$ cat src/core/gpib_status_regs.svh
// Constants for the status and message-execution control block
// How it works
// - Header enable on adds headers to query responses; off omits them; resets on.
// - Settings response always carries headers, whatever the header enable says.
// - Hold command makes busy, stops input, defers following commands.
// - Hold ends once end-of-sweep is present.
// - Single-sweep mode and not armed: hold is skipped and execution goes on.
// - Device clear, or selected clear while listener, ends hold and flushes buffers.
// - Repeat re-runs preceding units an extra 0 to 2^24-1 times.
// - An earlier nested repeat runs only on the outer loop's first pass.
// - Only device clear, or selected clear while listener, stops a loop; local return caps it at 256 repeats.
// - Sweep-end enable and service enable on: SRQ on sweep completion; resets off.
// - Service enable on: SRQ on abnormal status; off masks it; resets on.
// - Service enable forced off in talk-only or listen-only mode.
// - Warning enable off drops warning codes; on passes them; resets on.
// - Talker plus serial poll enable puts the status byte on the bus.
// - Bit 7 shows SRQ, bit 5 busy, bits 4 to 1 the status code.
// - Sweep completion with storage updated reports code 0010, bit 6 clear.
// - Nothing pending reports code 0000, bit 6 clear.
// - Power-on status 0001 with SRQ only when the option switch selects it; unmaskable.
// - Unparsable message gives abnormal code 0001; unexecutable gives 0010.
// - Abnormal codes 0011 malfunction, 0101 executed warning, 0110 internal warning.
// - Serial poll clears the reported byte; next stacked condition may request at once.
// - While busy, no device-dependent input; NRFD held if listen-addressed.
`ifndef GPIB_STATUS_REGS_SVH
`define GPIB_STATUS_REGS_SVH

// Status codes
`define CODE_ORDINARY   4'h0
`define CODE_POWER_ON   4'h1
`define CODE_SWEEP_END  4'h2
`define CODE_CMD_ERR    4'h1
`define CODE_EXEC_ERR   4'h2
`define CODE_INT_ERR    4'h3
`define CODE_EXEC_WARN  4'h5
`define CODE_INT_WARN   4'h6

// Status byte field positions
`define SB_SRQ_BIT      6
`define SB_ABN_BIT      5
`define SB_BUSY_BIT     4

// Settings reset values
`define RST_HDR_EN      1'b1
`define RST_EOS_EN      1'b0
`define RST_RQS_EN      1'b1
`define RST_WARN_EN     1'b1

// Repeat limits and condition stack size
`define REPEAT_W        24
`define LOCAL_CAP       9'h100
`define POS_W           8
`define STACK_DEPTH     8
`define STACK_AW        3

`endif

$ cat src/core/gpib_status_pkg.sv
// Types for the status and message-execution control block
`include "gpib_status_regs.svh"
package gpib_status_pkg;

    typedef enum logic [0:0] {
        EXEC_RUN,
        EXEC_HOLD
    } exec_state_t;

    // One stacked condition: power-on flag, abnormal flag, code
    typedef struct packed {
        logic       powerOn;
        logic       abnormal;
        logic [3:0] code;
    } cond_t;

    typedef struct packed {
        logic                    hdrEnable;
        logic                    eosEnable;
        logic                    rqsEnable;
        logic                    warnEnable;
        exec_state_t             execState;
        logic                    loopActive;
        logic [`POS_W-1:0]       loopPos;
        logic [`REPEAT_W-1:0]    remaining;
        logic                    capped;
        logic [8:0]              passCount;
        logic                    replay;
        logic                    proceed;
        logic                    flush;
        logic                    busy;
        logic                    nrfdHold;
        logic                    acceptInput;
        logic                    headerEmit;
        logic                    srq;
        logic [7:0]              statusByte;
        logic [`STACK_AW-1:0]    wrPtr;
        logic [`STACK_AW-1:0]    rdPtr;
        logic [`STACK_AW:0]      count;
        logic                    powerOnPending;
    } ctrl_state_t;

endpackage : gpib_status_pkg

$ cat src/core/status_stack_mem.sv
// Small memory holding stacked status conditions, registered read
module status_stack_mem #(
    parameter int WIDTH = 6,
    parameter int AW    = 3
) (
    input  wire logic             clk_sys,
    input  wire logic             we,
    input  wire logic [AW-1:0]    waddr,
    input  wire logic [WIDTH-1:0] wdata,
    input  wire logic [AW-1:0]    raddr,
    output logic      [WIDTH-1:0] rdata
);
    logic [WIDTH-1:0] mem [0:(1<<AW)-1];

    // Write, and read with write-through so a fresh entry shows at once
    always_ff @(posedge clk_sys) begin
        if (we) begin
            mem[waddr] <= wdata;
        end
        if (we && waddr == raddr) begin
            rdata <= wdata;
        end else begin
            rdata <= mem[raddr];
        end
    end
endmodule : status_stack_mem

$ cat src/core/gpib_status_and_exec_control.sv
// Message execution control and serial-poll status reporting
`include "gpib_status_regs.svh"
module gpib_status_and_exec_control
    import gpib_status_pkg::*;
(
    input  wire logic                 clk_sys,
    input  wire logic                 srst,
    input  wire logic                 settingsInit,
    input  wire logic                 setHeader,
    input  wire logic                 setSweepEndReq,
    input  wire logic                 setServiceReq,
    input  wire logic                 setWarnReport,
    input  wire logic                 setValue,
    input  wire logic                 settingsQuery,

    input  wire logic                 talkOnly,
    input  wire logic                 listenOnly,
    input  wire logic                 listenAddressed,

    input  wire logic                 optionPowerOn,

    input  wire logic                 execBusy,
    input  wire logic                 holdCmd,
    input  wire logic                 singleSweepMode,
    input  wire logic                 single_sweep_arm,
    input  wire logic                 sweepEndPresent,
    input  wire logic                 sweepDone,

    input  wire logic                 deviceClear,
    input  wire logic                 selDeviceClear,
    input  wire logic                 repeatCmd,
    input  wire logic [`POS_W-1:0]    repeatPos,
    input  wire logic [`REPEAT_W-1:0] repeatCount,
    input  wire logic                 local_return_button,

    input  wire logic                 cmdError,
    input  wire logic                 execError,
    input  wire logic                 internalError,
    input  wire logic                 execWarning,
    input  wire logic                 internalWarning,
    input  wire logic                 serialPoll,

    output logic                      query_header_enable,
    output logic                      sweep_end_request_enable,
    output logic                      service_request_enable,
    output logic                      warning_report_enable,

    output logic                      headerEmit,
    output logic                      busy,
    output logic                      acceptInput,
    output logic                      nrfdHold,
    output logic                      flushBuffers,
    output logic                      replay,
    output logic                      proceed,

    output logic                      srq,
    output logic [7:0]                statusByte
);
    ctrl_state_t st;
    ctrl_state_t next_st;
    cond_t       headCond;

    logic [5:0]  headData;
    logic        pushEn;
    cond_t       pushCond;
    logic        popEn;

    logic        clearAll;
    logic        rqsEff;
    logic        headEos;
    logic        headSrq;

    assign headCond = cond_t'(headData);

    // Stacked conditions, oldest at the read pointer
    status_stack_mem #(
        .WIDTH (6),
        .AW    (`STACK_AW)
    ) u_stack (
        .clk_sys (clk_sys),
        .we      (pushEn),
        .waddr   (st.wrPtr),
        .wdata   (pushCond),
        .raddr   (next_st.rdPtr),
        .rdata   (headData)
    );

    // Next-state logic
    always_comb begin
        next_st  = st;
        pushEn   = 1'b0;
        pushCond = '0;
        popEn    = 1'b0;

        next_st.replay  = 1'b0;
        next_st.proceed = 1'b0;
        next_st.flush   = 1'b0;

        clearAll = deviceClear || (selDeviceClear && listenAddressed);
        rqsEff   = st.rqsEnable && !(talkOnly || listenOnly);

        // Settings commands
        if (setHeader) begin
            next_st.hdrEnable = setValue;
        end

        if (setSweepEndReq) begin
            next_st.eosEnable = setValue;
        end

        if (setServiceReq) begin
            next_st.rqsEnable = setValue && !(talkOnly || listenOnly);
        end

        if (setWarnReport) begin
            next_st.warnEnable = setValue;
        end

        // Hold until end of sweep
        case (st.execState)
            EXEC_RUN: begin
                if (holdCmd && !clearAll) begin
                    if (singleSweepMode && !single_sweep_arm) begin
                        next_st.proceed = 1'b1;
                    end else if (sweepEndPresent) begin
                        next_st.proceed = 1'b1;
                    end else begin
                        next_st.execState = EXEC_HOLD;
                    end
                end
            end
            EXEC_HOLD: begin
                if (clearAll) begin
                    next_st.execState = EXEC_RUN;
                end else if (sweepEndPresent) begin
                    next_st.execState = EXEC_RUN;
                    next_st.proceed   = 1'b1;
                end
            end
            default: begin
                next_st.execState = EXEC_RUN;
            end
        endcase

        if (clearAll) begin
            next_st.flush = 1'b1;
        end

        // Repeat loop
        if (st.loopActive && local_return_button) begin
            next_st.capped = 1'b1;
        end

        if (clearAll) begin
            next_st.loopActive = 1'b0;
            next_st.capped     = 1'b0;
        end else if (repeatCmd) begin
            if (st.loopActive && repeatPos != st.loopPos) begin
                next_st.proceed = 1'b1;
            end else if (st.loopActive) begin
                if (st.remaining == '0 || (st.capped && st.passCount >= `LOCAL_CAP)) begin
                    next_st.loopActive = 1'b0;
                    next_st.capped     = 1'b0;
                    next_st.proceed    = 1'b1;
                end else begin
                    next_st.remaining = st.remaining - 1'b1;
                    if (st.passCount != `LOCAL_CAP) begin
                        next_st.passCount = st.passCount + 1'b1;
                    end
                    next_st.replay = 1'b1;
                end
            end else if (repeatCount == '0) begin
                next_st.proceed = 1'b1;
            end else begin
                next_st.loopActive = 1'b1;
                next_st.loopPos    = repeatPos;
                next_st.remaining  = repeatCount - 1'b1;
                next_st.passCount  = 9'h001;
                next_st.capped     = local_return_button;
                next_st.replay     = 1'b1;
            end
        end

        // Pick at most one new condition to stack
        if (st.powerOnPending) begin
            next_st.powerOnPending = 1'b0;
            if (optionPowerOn) begin
                pushEn   = 1'b1;
                pushCond = '{powerOn: 1'b1, abnormal: 1'b0, code: `CODE_POWER_ON};
            end
        end else if (cmdError) begin
            pushEn   = 1'b1;
            pushCond = '{powerOn: 1'b0, abnormal: 1'b1, code: `CODE_CMD_ERR};
        end else if (execError) begin
            pushEn   = 1'b1;
            pushCond = '{powerOn: 1'b0, abnormal: 1'b1, code: `CODE_EXEC_ERR};
        end else if (internalError) begin
            pushEn   = 1'b1;
            pushCond = '{powerOn: 1'b0, abnormal: 1'b1, code: `CODE_INT_ERR};
        end else if (execWarning && st.warnEnable) begin
            pushEn   = 1'b1;
            pushCond = '{powerOn: 1'b0, abnormal: 1'b1, code: `CODE_EXEC_WARN};
        end else if (internalWarning && st.warnEnable) begin
            pushEn   = 1'b1;
            pushCond = '{powerOn: 1'b0, abnormal: 1'b1, code: `CODE_INT_WARN};
        end else if (sweepDone && st.eosEnable) begin
            pushEn   = 1'b1;
            pushCond = '{powerOn: 1'b0, abnormal: 1'b0, code: `CODE_SWEEP_END};
        end

        if (st.count == `STACK_DEPTH) begin
            pushEn = 1'b0;
        end

        // Serial poll removes the reported condition
        popEn = serialPoll && st.count != '0;

        if (pushEn) begin
            next_st.wrPtr = st.wrPtr + 1'b1;
        end
        if (popEn) begin
            next_st.rdPtr = st.rdPtr + 1'b1;
        end

        next_st.count = st.count + {{`STACK_AW{1'b0}}, pushEn} - {{`STACK_AW{1'b0}}, popEn};

        if (clearAll) begin
            next_st.count = '0;
            next_st.rdPtr = st.wrPtr + {{(`STACK_AW-1){1'b0}}, pushEn};
            next_st.wrPtr = next_st.rdPtr;
        end

        // Settings initialise restores power-up values
        if (settingsInit) begin
            next_st.hdrEnable  = `RST_HDR_EN;
            next_st.eosEnable  = `RST_EOS_EN;
            next_st.rqsEnable  = `RST_RQS_EN && !(talkOnly || listenOnly);
            next_st.warnEnable = `RST_WARN_EN;
        end

        if (talkOnly || listenOnly) begin
            next_st.rqsEnable = 1'b0;
        end

        // Busy, input gate and handshake hold
        next_st.busy        = (next_st.execState == EXEC_HOLD) || execBusy;
        next_st.acceptInput = !next_st.busy;
        next_st.nrfdHold    = next_st.busy && listenAddressed;

        next_st.headerEmit  = settingsQuery || next_st.hdrEnable;

        // Status byte from the oldest stacked condition
        headEos = !headCond.abnormal && headCond.code == `CODE_SWEEP_END;
        headSrq = st.count != '0 && (headCond.powerOn
                  || (rqsEff && headCond.abnormal)
                  || (rqsEff && st.eosEnable && headEos));

        next_st.srq = headSrq;
        next_st.statusByte = 8'h00;
        if (st.count != '0) begin
            next_st.statusByte[3:0] = headCond.code;
            next_st.statusByte[`SB_ABN_BIT] = headCond.abnormal;
        end else begin
            next_st.statusByte[3:0] = `CODE_ORDINARY;
        end

        next_st.statusByte[`SB_SRQ_BIT]  = headSrq;
        next_st.statusByte[`SB_BUSY_BIT] = st.busy;
    end

    // State register
    always_ff @(posedge clk_sys) begin
        if (srst) begin
            st                <= '0;
            st.hdrEnable      <= `RST_HDR_EN;
            st.eosEnable      <= `RST_EOS_EN;
            st.rqsEnable      <= `RST_RQS_EN;
            st.warnEnable     <= `RST_WARN_EN;
            st.execState      <= EXEC_RUN;
            st.acceptInput    <= 1'b1;
            st.headerEmit     <= 1'b1;
            st.powerOnPending <= 1'b1;
        end else begin
            st <= next_st;
        end
    end

    // Outputs straight from state
    assign query_header_enable      = st.hdrEnable;
    assign sweep_end_request_enable = st.eosEnable;
    assign service_request_enable   = st.rqsEnable;
    assign warning_report_enable    = st.warnEnable;

    assign headerEmit               = st.headerEmit;
    assign busy                     = st.busy;
    assign acceptInput              = st.acceptInput;
    assign nrfdHold                 = st.nrfdHold;

    assign flushBuffers             = st.flush;

    assign replay                   = st.replay;
    assign proceed                  = st.proceed;
    assign srq                      = st.srq;
    assign statusByte               = st.statusByte;
endmodule : gpib_status_and_exec_control

$ cat config.mk
export PLATFORM = sky130hd
export DESIGN_NAME = gpib_status_and_exec_control
export DESIGN_NICKNAME = d
export VERILOG_FILES = /design/src/core/gpib_status_pkg.sv /design/src/core/status_stack_mem.sv /design/src/core/gpib_status_and_exec_control.sv
export VERILOG_INCLUDE_DIRS = /design/src /design/src/core
export SDC_FILE = /design/constraint.sdc
export NUM_CORES = 1
export LEC_CHECK = 0
export BUFFER_PORTS_ARGS = -buffer_cell sky130_fd_sc_hd__buf_4
export CORE_MARGIN = 2
export CORE_UTILIZATION = 60
export CTS_CLUSTER_DIAMETER = 150
export DETAILED_ROUTE_END_ITERATION = 10
export GPL_TIMING_DRIVEN = 1
export MAX_ROUTING_LAYER = met4
export PLACE_DENSITY = 0.86
export SLEW_MARGIN = 5
export SYNTH_ARGS = -nofsm -noshare
export SYNTH_HDL_FRONTEND = slang
export SYNTH_SLANG_ARGS = --single-unit
$ cat constraint.sdc
create_clock -name clk_sys -period 4.65 [get_ports clk_sys]
set_input_delay 0.2325 -clock clk_sys [delete_from_list [all_inputs] [get_ports clk_sys]]
set_output_delay 0.2325 -clock clk_sys [all_outputs]
set_load 0.05 [all_outputs]
==> results.toml <==
[status]
outcome = "finished, final reports clean"

[cts]
cts.sinks = 115
cts_tree = "yes"
clkSlewWorstSetupHoldPaths_ps = 60
cts_buffer_depth = 2
root_buffer = "clkbuf_8"
post_cts_resized = 0
htree_levels = 4
insertion_delay_ps = 530
cts_made_buffers = 17

[floorplanning]
boundaryPins = 81
die_height_um = 105
die_x_um = 105
row_count = 36
dieArea_um2 = 10900
coreArea_um2 = 9770
start_util_pct = 62.0

[pwr]
peakVddDrop_mv = 0.256
power_uw = 2910
power_density_nw_per_um2 = 396
power_leakage_uw = 0.00278

[place]
port_buffers = 78
gp_congestion = 0.928
post-place-ws_ps = 1330
hpwl_mm = 10.7

[synth]
syn_inst = 645
synth_edf_count = 40
yosys_warnings = 0
yosys_register_bits = 115
syn_area_um2 = 6060
ys_async_sr_fraction_pct = 0
ys_seq_area_share_pct = 44.6
synth_cell_types = 64
ys.flop_type = "dfxtp_1"
avgSynthCellArea_um2 = 9.40

[cells_and_area]
area_delta_synth_final_pct = 21.1
final_common_cell = "buf_4"
drive_gt1_share_pct = 18.4
nets = 795
mostFrequentLayoutCells = "buf_4 (81), dfxtp_1 (75), a21oi_1 (56), nand2_1 (56), nor2_1 (50)"
num_antenna_cells = 0

[drt]
drc = 0
wire_per_inst_um = 19.1
routed_wl_mm = 16.5
vias = 5502
drtAntennaViolNets = 0
drt_first_pass_iters = 5
first_iter_violations = 613
viasPerCell = 6.38

[flow_run]
maxCapViolCount = 0

[timing]
rsz0062_at_grt = "no"
fin_crit_ps = 3480
worst_pin_slew_ps = 1170
hold_violations = 0
hold_slack_ps = 8.96
clock.fmax_mhz = 287
setup_tns_ps = 0
clock_skew_ps = 14.7
setup_violations = 0
period_share_pct = 74.8
setup_ws_ps = 1170
drv_slew = 0
max_slew_margin_pct = 21.4

[critical_path]
r2r_slack_ps = 1170
cp-start-kind = "register"
worstSetupEndpoint = "st[32]$_SDFFE_PP0P_"
worstSetupPathType = "register to register"
crit_fanout = 12
r2r_end = "st[32]$_SDFFE_PP0P_"
rr_worst_depth = 6
crit_path_start = "st[53]$_SDFFE_PP0P_"
critical_path.endpoint_type = "register"
rr_startpoint = "st[53]$_SDFFE_PP0P_"
crit_arrival_ps = 3900
cp.required_ps = 5070

[global_routing]
grt-ovfl-total = 0
grt_max_degree = 52
grt_pass1_wl_mm = 26.4
grt_pass1_vias = 5260
grt_util_all_layers_pct = 31.7
antenna_found_initial = 0

[worst_hold_path]
hp-class = "primary input to register"
==> cells in the mapped netlist (all sizes together), types with 2 or more instances <==
master  instances  area (µm²)
buf            15         113
nand2          56         210
clkbuf         29         110
a21o            4        30.0
dfxtp          75        1500
or4             9        71.3
nand4           4        25.0
o21a            4        30.0
inv            22        82.6
o32ai           9        78.8
a21oi          57         297
o22ai           6        37.5
o41ai           3        33.8
a32o            3        30.0
nor2           50         188
o21ai          35         175
a21boi          2        15.0
nor4b           4        35.0
nand3b          4        30.0
mux4           10         225
a22oi           3        22.5
nand2b          4        25.0
mux2i           9        90.1
nor3b           7        52.6
a211oi         11        87.6
o31ai           5        37.5
and3           13        81.3
nor3           28         140
nand3          10        50.1
xnor2          12         105
a31oi          11        68.8
or2             2        12.5
o211ai          3        22.5
xor2           22         193
or3             9        56.3
nor4           14        93.8
nor2b           2        12.5
edfxtp         40        1200
ha             16         200
and2            9        56.3
mux2            2        22.5
==> cell families (layout without fill, tap and decap cells) <==
logic type / after synthesis / in the layout / synth area share [%]
AOI/OAI and AO/OA: 162 / 162 / 16.9
buffers and inverters: 67 / 151 / 5.10
other: 1 / 2 / 0.0618
muxes: 21 / 21 / 5.57
xor gates and xnor gates: 34 / 34 / 4.91
DFF: 115 / 115 / 44.6
and+or+nand+nor: 228 / 228 / 19.3
adders and majority gates: 17 / 17 / 3.63
==> power by group <==
group,leakage [µW],switching (µW),internal [µW],total [µW]
Clock,0.000280,494,767,1260
Sequential,0.000979,59.1,1100,1160
Combinational,0.00152,286,203,489
Total,0.00278,839,2070,2910
==> per-layer routing <==
metal	GRT usage, %	up-vias	wire length, µm
li1	-	2513	-
met1	39.1	2622	6690
met2	50.3	320	7990
met3	7.17	47	1350
met4	13.8	0	439
met5	-	-	0
==> worst max-delay path, cell delays in order, from the launching register on <==
cell      delay, ps
dfxtp_1         370
or4_4           590
or4_1           530
o41ai_2        1030
o21ai_0         280
and2_1          290
a211oi_1        290
==> worst min path at each step <==
| stage | from | depth (start not counted) | end |
|---|---|---|---|
| after CTS | talkOnly | 4 | srq$_SDFF_PP0_ |
| after global placement | settingsInit | 2 | sweep_end_request_enable$_SDFFE_PP0P_ |
| after detailed placement | settingsInit | 2 | sweep_end_request_enable$_SDFFE_PP0P_ |
| final | talkOnly | 4 | srq$_SDFF_PP0_ |
| after floorplan | srst | 0 | st[0]$_DFF_P_ |
| after global routing | talkOnly | 4 | srq$_SDFF_PP0_ |
==> through the flow <==
step                      cells  area, µm²  utilization, %
after detailed placement    816       6620            67.7
final                       863       7340            75.1
after global placement      816       6620            67.7
after global routing        863       7340            75.1
after CTS                   863       7340            75.1
after floorplan             646       6070               -
==> flip-flops by register name, indices dropped and copies added, names as in the netlist, named ones only <==
register	cells
st	55
u_stack.mem	40
statusByte	5
acceptInput	1
busy	1
flushBuffers	1
headerEmit	1
nrfdHold	1
proceed	1
query_header_enable	1
replay	1
service_request_enable	1
srq	1
sweep_end_request_enable	1
warning_report_enable	1
==> final cells by class <==
type,instances,area (µm²)
clock buffers,17,414
clock inverters,15,159
fillers,637,2430
inverters,23,86.3
multi-input cells,464,3060
flip-flops and latches,115,2700
well taps,133,166
repair buffers,96,758
==> what timing repair did <==
| item | CTS | global route |
|---|---|---|
| endpoints found under the hold margin | 16 | 0 |
| hold buffers | 15 | 0 |
| buffers inserted | 0 | 0 |
Note: power is estimated with default switching activity, not from simulation.
